--- src/shared/phy_led_ctrl_regs.vh ---
// register offsets, field positions and timing constants for the led/misc block
`ifndef PHY_LED_CTRL_REGS_VH
`define PHY_LED_CTRL_REGS_VH

// register indices; byte address is four times the index
`define IDX_LED_OVR 5'h18
`define IDX_MISC_CTL 5'h19
`define IDX_STATUS_IN 5'h1A

// led_direct_override fields
`define LO_SPD_EN 5
`define LO_LNK_EN 4
`define LO_ACT_EN 3
`define LO_SPD_VAL 2
`define LO_LNK_VAL 1
`define LO_ACT_VAL 0
`define LO_MASK 16'h003F

// phy_misc_control fields
`define MC_XOVER_EN 15
`define MC_FORCE_XOVER 14
`define MC_PAUSE_RX 13
`define MC_PAUSE_TX 12
`define MC_FORCE_ERR 11
`define MC_SEQ_SEL 10
`define MC_PASS 9
`define MC_RUN 8
`define MC_BYPASS 7
`define MC_MODE_HI 6
`define MC_MODE_LO 5

// advertisement pause bits (symmetric, asymmetric)
`define ADV_SYM 10
`define ADV_ASYM 11

// led stretch and blink timing
`define STRETCH_MS 50
`define BLINK_MS 50
`define CLK_KHZ 125000

`endif

--- src/rtl/phy_led_mdix_bist_control.v ---
// led override and phy misc control registers with led mode logic
`default_nettype none
`include "phy_led_ctrl_regs.vh"

module phy_led_mdix_bist_control #(
    parameter STRETCH_CYCLES = `STRETCH_MS * `CLK_KHZ,
    parameter BLINK_CYCLES = `BLINK_MS * `CLK_KHZ
) (
    input wire ref_clk_i,
    input wire rst_n_i,
    // wishbone classic slave
    input wire wb_cyc_i,
    input wire wb_stb_i,
    input wire wb_we_i,
    input wire [6:0] wb_adr_i,
    input wire [3:0] wb_sel_i,
    input wire [31:0] wb_dat_i,
    output reg [31:0] wb_dat_o,
    output reg wb_ack_o,
    // straps
    input wire strap_auto_crossover_i,
    input wire strap_led_mode_lo_i,
    // raw status from the phy core
    input wire link_good_i,
    input wire speed_100_i,
    input wire activity_i,
    input wire collision_i,
    input wire full_duplex_i,
    input wire [1:0] local_advertisement_i,
    input wire [1:0] partner_advertisement_i,
    // self-test engine
    input wire selftest_error_i,
    input wire selftest_done_i,
    output wire selftest_run_o,
    output wire selftest_sequence_select_o,
    output reg selftest_force_error_o,
    // crossover steering
    output wire auto_crossover_en_o,
    output wire force_crossover_o,
    // leds
    output reg link_led_pin_o,
    output reg speed_led_pin_o,
    output reg activity_collision_led_pin_o
);

// ============================================================
// register storage
reg [5:0] led_direct_override;
reg auto_crossover_en;
reg force_crossover;
reg selftest_sequence_select;
reg selftest_pass_flag;
reg selftest_run;
reg led_stretch_bypass;
reg [1:0] led_mode_select;
reg pause_rx;
reg pause_tx;
reg strap_take;

wire wb_req = wb_cyc_i & wb_stb_i & ~wb_ack_o;
wire wb_wr = wb_req & wb_we_i;
wire wr_lo = wb_wr & wb_sel_i[0];
wire wr_hi = wb_wr & wb_sel_i[1];
wire [4:0] idx = wb_adr_i[6:2];
wire hit_led = (idx == `IDX_LED_OVR);
wire hit_misc = (idx == `IDX_MISC_CTL);

// ============================================================
// wishbone: one registered ack cycle per request, one clock after the request
// unmapped indices are still acknowledged so a master never hangs
always @(posedge ref_clk_i)
begin
    if (!rst_n_i)
        wb_ack_o <= 1'b0;
    else
        wb_ack_o <= wb_req;
end

// ============================================================
// strap capture happens on the first clock after reset release
always @(posedge ref_clk_i)
begin
    if (!rst_n_i)
        strap_take <= 1'b1;
    else
        strap_take <= 1'b0;
end

always @(posedge ref_clk_i)
begin
    if (!rst_n_i)
    begin
        led_direct_override <= 6'h00;
    end
    else if (hit_led && wr_lo)
    begin
        // bits 15:6 have no storage, so writes there are dropped
        led_direct_override[`LO_SPD_EN] <= wb_dat_i[`LO_SPD_EN];
        led_direct_override[`LO_LNK_EN] <= wb_dat_i[`LO_LNK_EN];
        led_direct_override[`LO_ACT_EN] <= wb_dat_i[`LO_ACT_EN];
        led_direct_override[`LO_SPD_VAL] <= wb_dat_i[`LO_SPD_VAL];
        led_direct_override[`LO_LNK_VAL] <= wb_dat_i[`LO_LNK_VAL];
        led_direct_override[`LO_ACT_VAL] <= wb_dat_i[`LO_ACT_VAL];
    end
end

always @(posedge ref_clk_i)
begin
    if (!rst_n_i)
    begin
        auto_crossover_en <= 1'b0;
        force_crossover <= 1'b0;
        selftest_sequence_select <= 1'b0;
        selftest_run <= 1'b0;
        led_stretch_bypass <= 1'b0;
        led_mode_select <= 2'h0;
        selftest_force_error_o <= 1'b0;
    end
    else
    begin
        selftest_force_error_o <= 1'b0;
        if (strap_take)
        begin
            auto_crossover_en <= strap_auto_crossover_i;
            led_mode_select[0] <= strap_led_mode_lo_i;
        end
        if (hit_misc && wr_hi)
        begin
            auto_crossover_en <= wb_dat_i[`MC_XOVER_EN];
            force_crossover <= wb_dat_i[`MC_FORCE_XOVER];
            selftest_force_error_o <= wb_dat_i[`MC_FORCE_ERR];
            selftest_sequence_select <= wb_dat_i[`MC_SEQ_SEL];
            selftest_run <= wb_dat_i[`MC_RUN];
        end
        if (hit_misc && wr_lo)
        begin
            led_stretch_bypass <= wb_dat_i[`MC_BYPASS];
            led_mode_select <= wb_dat_i[`MC_MODE_HI:`MC_MODE_LO];
        end
    end
end

// ============================================================
// self-test pass flag: set on done, cleared on error or when stopped
// an error in the same cycle as done keeps the fail
always @(posedge ref_clk_i)
begin
    if (!rst_n_i)
        selftest_pass_flag <= 1'b0;
    else if (!selftest_run)
        selftest_pass_flag <= 1'b0;
    else if (selftest_error_i)
        selftest_pass_flag <= 1'b0;
    else if (selftest_done_i)
        selftest_pass_flag <= 1'b1;
end

// ============================================================
// pause resolution, full duplex only
// registered so a read never catches the resolution mid-settle
wire l_sym = local_advertisement_i[0];
wire l_asym = local_advertisement_i[1];
wire p_sym = partner_advertisement_i[0];
wire p_asym = partner_advertisement_i[1];

always @(posedge ref_clk_i)
begin
    if (!rst_n_i)
    begin
        pause_rx <= 1'b0;
        pause_tx <= 1'b0;
    end
    else
    begin
        pause_rx <= full_duplex_i & ((l_sym & p_sym) |
            (l_sym & l_asym & ~p_sym & p_asym));
        pause_tx <= full_duplex_i & ((l_sym & p_sym) |
            (~l_sym & l_asym & p_sym & p_asym));
    end
end

// ============================================================
// read mux: stored bits only, never the led pins
wire [15:0] misc_rd = {auto_crossover_en, force_crossover, pause_rx,
    pause_tx, 1'b0, selftest_sequence_select, selftest_pass_flag,
    selftest_run, led_stretch_bypass, led_mode_select, 5'h00};

always @(posedge ref_clk_i)
begin
    if (!rst_n_i)
        wb_dat_o <= 32'h0000_0000;
    else if (wb_req && !wb_we_i)
    begin
        if (hit_led)
            wb_dat_o <= {26'h000_0000, led_direct_override};
        else if (hit_misc)
            wb_dat_o <= {16'h0000, misc_rd};
        else
            wb_dat_o <= 32'h0000_0000;
    end
end

assign auto_crossover_en_o = auto_crossover_en;
assign force_crossover_o = force_crossover;
assign selftest_run_o = selftest_run;
assign selftest_sequence_select_o = selftest_sequence_select;

// ============================================================
// activity and collision stretchers and blink timer
// counters are 32 bits wide: both timing parameters must stay below 2**32
reg [31:0] blink_cnt;
reg blink_phase;
wire [1:0] raw_event = {collision_i, activity_i};
wire [1:0] stretched;

// one retriggerable stretcher per event; a single-cycle event stays
// visible for STRETCH_CYCLES more cycles
genvar g;
generate
    for (g = 0; g < 2; g = g + 1)
    begin : g_stretch
        reg [31:0] cnt;
        always @(posedge ref_clk_i)
        begin
            if (!rst_n_i)
                cnt <= 32'h0000_0000;
            else if (raw_event[g])
                cnt <= STRETCH_CYCLES;
            else if (cnt != 32'h0000_0000)
                cnt <= cnt - 32'h0000_0001;
        end
        assign stretched[g] = raw_event[g] | (cnt != 32'h0000_0000);
    end
endgenerate

always @(posedge ref_clk_i)
begin
    if (!rst_n_i)
    begin
        blink_cnt <= 32'h0000_0000;
        blink_phase <= 1'b0;
    end
    else if (blink_cnt >= BLINK_CYCLES - 1)
    begin
        blink_cnt <= 32'h0000_0000;
        blink_phase <= ~blink_phase;
    end
    else
        blink_cnt <= blink_cnt + 32'h0000_0001;
end

// raw when bypassed, stretched otherwise
wire act_seen = led_stretch_bypass ? activity_i : stretched[0];
wire col_seen = led_stretch_bypass ? collision_i : stretched[1];
wire link_blink = link_good_i & ~(act_seen & blink_phase);

// ============================================================
// led mode decode and override
localparam MODE_1 = 3'b001;
localparam MODE_2 = 3'b010;
localparam MODE_3 = 3'b100;
reg [2:0] mode;
reg next_link;
reg next_act;

always @*
begin
    if (led_mode_select[0])
        mode = MODE_1;
    else if (led_mode_select[1])
        mode = MODE_3;
    else
        mode = MODE_2;
end

always @*
begin
    case (mode)
        MODE_1:
        begin
            next_link = link_good_i;
            next_act = act_seen;
        end
        MODE_2:
        begin
            next_link = link_blink;
            next_act = col_seen;
        end
        MODE_3:
        begin
            next_link = link_blink;
            next_act = full_duplex_i;
        end
        default:
        begin
            next_link = link_good_i;
            next_act = act_seen;
        end
    endcase
end

always @(posedge ref_clk_i)
begin
    if (!rst_n_i)
    begin
        link_led_pin_o <= 1'b0;
        speed_led_pin_o <= 1'b0;
        activity_collision_led_pin_o <= 1'b0;
    end
    else
    begin
        // software override wins over every mode and over stretching
        speed_led_pin_o <= led_direct_override[`LO_SPD_EN] ?
            led_direct_override[`LO_SPD_VAL] : speed_100_i;
        link_led_pin_o <= led_direct_override[`LO_LNK_EN] ?
            led_direct_override[`LO_LNK_VAL] : next_link;
        activity_collision_led_pin_o <= led_direct_override[`LO_ACT_EN] ?
            led_direct_override[`LO_ACT_VAL] : next_act;
    end
end

endmodule
`default_nettype wire

--- config.mk ---
export PLATFORM = sky130hd
export DESIGN_NAME = phy_led_mdix_bist_control
export DESIGN_NICKNAME = d
export VERILOG_FILES = /design/src/rtl/phy_led_mdix_bist_control.v
export VERILOG_INCLUDE_DIRS = /design/src /design/src/shared
export SDC_FILE = /design/constraint.sdc
export NUM_CORES = 1
export LEC_CHECK = 0
export BUFFER_PORTS_ARGS = -buffer_cell sky130_fd_sc_hd__clkbuf_2
export CAP_MARGIN = 30
export CELL_PAD_IN_SITES_DETAIL_PLACEMENT = 0
export CELL_PAD_IN_SITES_GLOBAL_PLACEMENT = 1
export CORE_UTILIZATION = 41
export CTS_BUF_LIST = sky130_fd_sc_hd__clkbuf_4
export DETAILED_ROUTE_END_ITERATION = 16
export GPL_TIMING_DRIVEN = 1
export PLACE_DENSITY = 0.89
export SKIP_CTS_REPAIR_TIMING = 1
export SYNTH_ARGS = -nofsm -noshare
export SYNTH_HDL_FRONTEND = slang
export SYNTH_SLANG_ARGS = --single-unit
--- constraint.sdc ---
create_clock -name ref_clk_i -period 7.8 [get_ports ref_clk_i]
set_clock_uncertainty 0.15 [all_clocks]
set_input_delay 2.34 -clock ref_clk_i [delete_from_list [all_inputs] [get_ports ref_clk_i]]
set_output_delay 2.34 -clock ref_clk_i [all_outputs]
set_load 0.02 [all_outputs]
==> metrics <==
P per Cell Area=206 mW/mm2; starting density of the core=42.6%; largest net degree at the start of global routing=52; Comb pwr share=10.6%; CTS tree=yes; CP Data Required Time=8.11 ns; routed wire length=13.6 mm; Port Buffers=61; IO Pins=102; fin. max-slew vios=0; Final Power=1.38 mW; Async SR Flop Fraction=0%; number of global-route vias before repair=4,781; most common cell after layout, fill and taps aside=dfxtp_1; Cells after Synth=approximately 700; CTS Sinks=134; vias per cell=5.57; Hold Crit Class=reg2reg; Die X-Extent=123 um; area delta synth->final=11.8%; share of layout cells above drive strength 1=between 10% and 20%; Seq/Total Area, Yosys=44.7%; Peak VDD IR=93.6 uV; relative slew slack=35.1%; clock buffer depth=2; final cell count without fillers=934; Primary FF master, synth=dfxtp_1; Residual DRC=0; global-route wire length before repair=between 20 and 25 mm; P_leak=2.57 nW; global placer's final weighted congestion=0.827; clock network power share=36.6%; Post-Place Cells=903; number of synthesized flops with an enable pin=0; unrepaired setup endpoints after global routing=no; fin crit period=3.83 ns; sw frac=26.6%; H-Tree Depth=4; GRT overflow=0; die area=0.0151 mm2; clock latency on the worst-skew pair=roughly 0.52 ns; crit path max fanout=18; Worst EP arrival=4.14 ns; Sequential Area=0.00268 mm2; max cap viols=0; Synth cell types=53; HPWL Detailed=slightly above 9 mm; Worst setup EP type=flip-flop; Mapped Area=0.00600 mm2; footprint of the multi-input gates=between 0.003 and 0.004 mm2; Filler Cell Count=about 1,400; setup tns final=0 ns; status=completed; crit path kind=in2reg; most frequent cells in the layout=dfxtp_1 (134), nor2_1 (94), clkbuf_2 (61); Die Span Y=123 um; DR WL/cell=14.6 um; initial antenna violation count=0; clk root buf=clkbuf_4; final net count=808; Startpoint Class=input port; row count=43; total track usage=a little under a fifth; net switching power=between 300 and 400 uW; post-route clock period utilization=49.1%; Reg power frac=52.8%; Post-DRT Antenna Nets=0; CTS clock-pin slew for the worst setup and hold paths=0.11 ns; DR iter-0 viols=289; vias post-DR=5,200; Pre-Repair DR Iteration Count=7; Avg Cell Area, Syn=8.80 um2; synthesis-stage register bit count=roughly 130; Worst Tran Pin Value=0.964 ns; CTS Buf Count=17; YS warnings=0; Final Hold Viols=0; core area=0.0141 mm2; FMAX=roughly 0.26 GHz; Cell Int Power=1.01 mW; Ant. Diodes=0; final setup fails=0
==> Yosys cell counts (3+ instances only) <==
library cell / number / area, um2
nand4b_1: 6 / 52.6
nor4_1: 17 / 106
dfxtp_1: 134 / 2680
inv_1: 11 / 41.3
nand2_1: 33 / 124
clkbuf_1: 25 / 93.8
o31ai_1: 19 / 143
xnor2_1: 12 / 105
clkinv_1: 3 / 11.3
buf_4: 17 / 128
a22oi_1: 14 / 105
or4_4: 3 / 33.8
nand4_1: 9 / 56.3
or4_1: 26 / 195
or2_2: 6 / 37.5
and3_1: 7 / 43.8
nor3_1: 19 / 95.1
nor3b_1: 6 / 45.0
or3_1: 33 / 206
a21oi_1: 42 / 210
nand3_1: 12 / 60.1
nand3b_1: 5 / 37.5
and4_1: 6 / 52.6
a211oi_1: 8 / 60.1
nor2_1: 94 / 353
o31a_1: 6 / 52.6
o41ai_1: 6 / 52.6
a31oi_1: 15 / 93.8
a41o_1: 3 / 30.0
buf_2: 4 / 20.0
o21ai_0: 22 / 110
xor2_1: 12 / 105
ha_1: 5 / 62.6
mux2i_1: 18 / 180
==> per-layer routing <==
layer	GRT usage [%]	vias up	wire, um
li1	-	2611	-
met1	22.4	2494	6290
met2	31.1	82	6770
met3	4.94	13	440
met4	4.29	0	98
met5	0	-	0
==> power groups by stage <==
| stage | clock (mW) | combinational, mW | sequential [mW] |
|---|---|---|---|
| 2_1_floorplan | 0 | 0.115 | 0.739 |
| 3_3_place_gp | 0 | 0.140 | 0.742 |
| 3_5_place_dp | 0 | 0.145 | 0.743 |
| 4_1_cts | 0.517 | 0.146 | 0.728 |
| 5_1_grt | 0.548 | 0.163 | 0.733 |
| 6_report | 0.505 | 0.147 | 0.728 |
==> critical path: stages <==
cell and delay, ns:
clkbuf_2 0.08, nand2_1 0.07, or3_1 0.62, nor3b_1 0.72
a22oi_1 0.16, nor2_1 0.14
==> final timing paths <==
check                                                  startpoint                                to  slack [ns]  cells after the start
worst max-delay path                                     wb_cyc_i          wb_dat_o[0]$_SDFFE_PN0P_        3.97                      6
worst min-delay path                          wb_ack_o$_SDFF_PN0_               wb_ack_o$_SDFF_PN0_        0.33                      1
worst max register to register  g_stretch[1].cnt[12]$_SDFFE_PN0N_  g_stretch[1].cnt[9]$_SDFFE_PN0N_        4.80                      5
worst min register to register                wb_ack_o$_SDFF_PN0_               wb_ack_o$_SDFF_PN0_        0.33                      1
==> area by class of cell <==
class | count | share of cell area [%]
flip-flops and latches | 134 | 40.0
multi-input cells | 511 | 46.3
clock buffers | 17 | 1.90
well taps | 180 | 3.36
clock inverters | 14 | 2.74
repair buffers | 64 | 4.89
inverters | 14 | 0.783
==> flip-flops by register name, summed over array words and instances (netlist names) <==
name,cells
activity_collision_led_pin_o,1
speed_led_pin_o,1
wb_ack_o,1
strap_take,1
blink_cnt,32
g_stretch.cnt,64
pause_tx,1
wb_dat_o,15
selftest_force_error_o,1
selftest_pass_flag,1
pause_rx,1
led_direct_override,6
selftest_run_o,1
led_mode_select,2
selftest_sequence_select_o,1
blink_phase,1
auto_crossover_en_o,1
link_led_pin_o,1
led_stretch_bypass,1
force_crossover_o,1
==> through the flow <==
step	hold slack, ns	util [%]	cell area, um2	worst slack, ns
after detailed placement	0.309	45.4	6400	3.54
after global routing	0.349	47.6	6710	3.93
after CTS	0.326	47.6	6710	4.08
after floorplan	0.280	-	6100	4.13
after global placement	0.293	45.3	6390	3.58
final	0.328	47.6	6710	3.97
==> kinds of logic after synthesis <==
kind of cell             after synthesis  share of synthesized area [%]
AO/OA/AOI/OAI                        146                           16.1
XOR/XNOR                              24                           3.50
adder cells (fa/ha/maj)                5                           1.04
buffers and inverters                 62                           5.17
flip-flops                           134                           44.7
multiplexers                          19                           3.19
other                                  1                         0.0625
AND/OR/NAND/NOR                      291                           26.2
No activity file was read; power rests on OpenSTA's default activity.
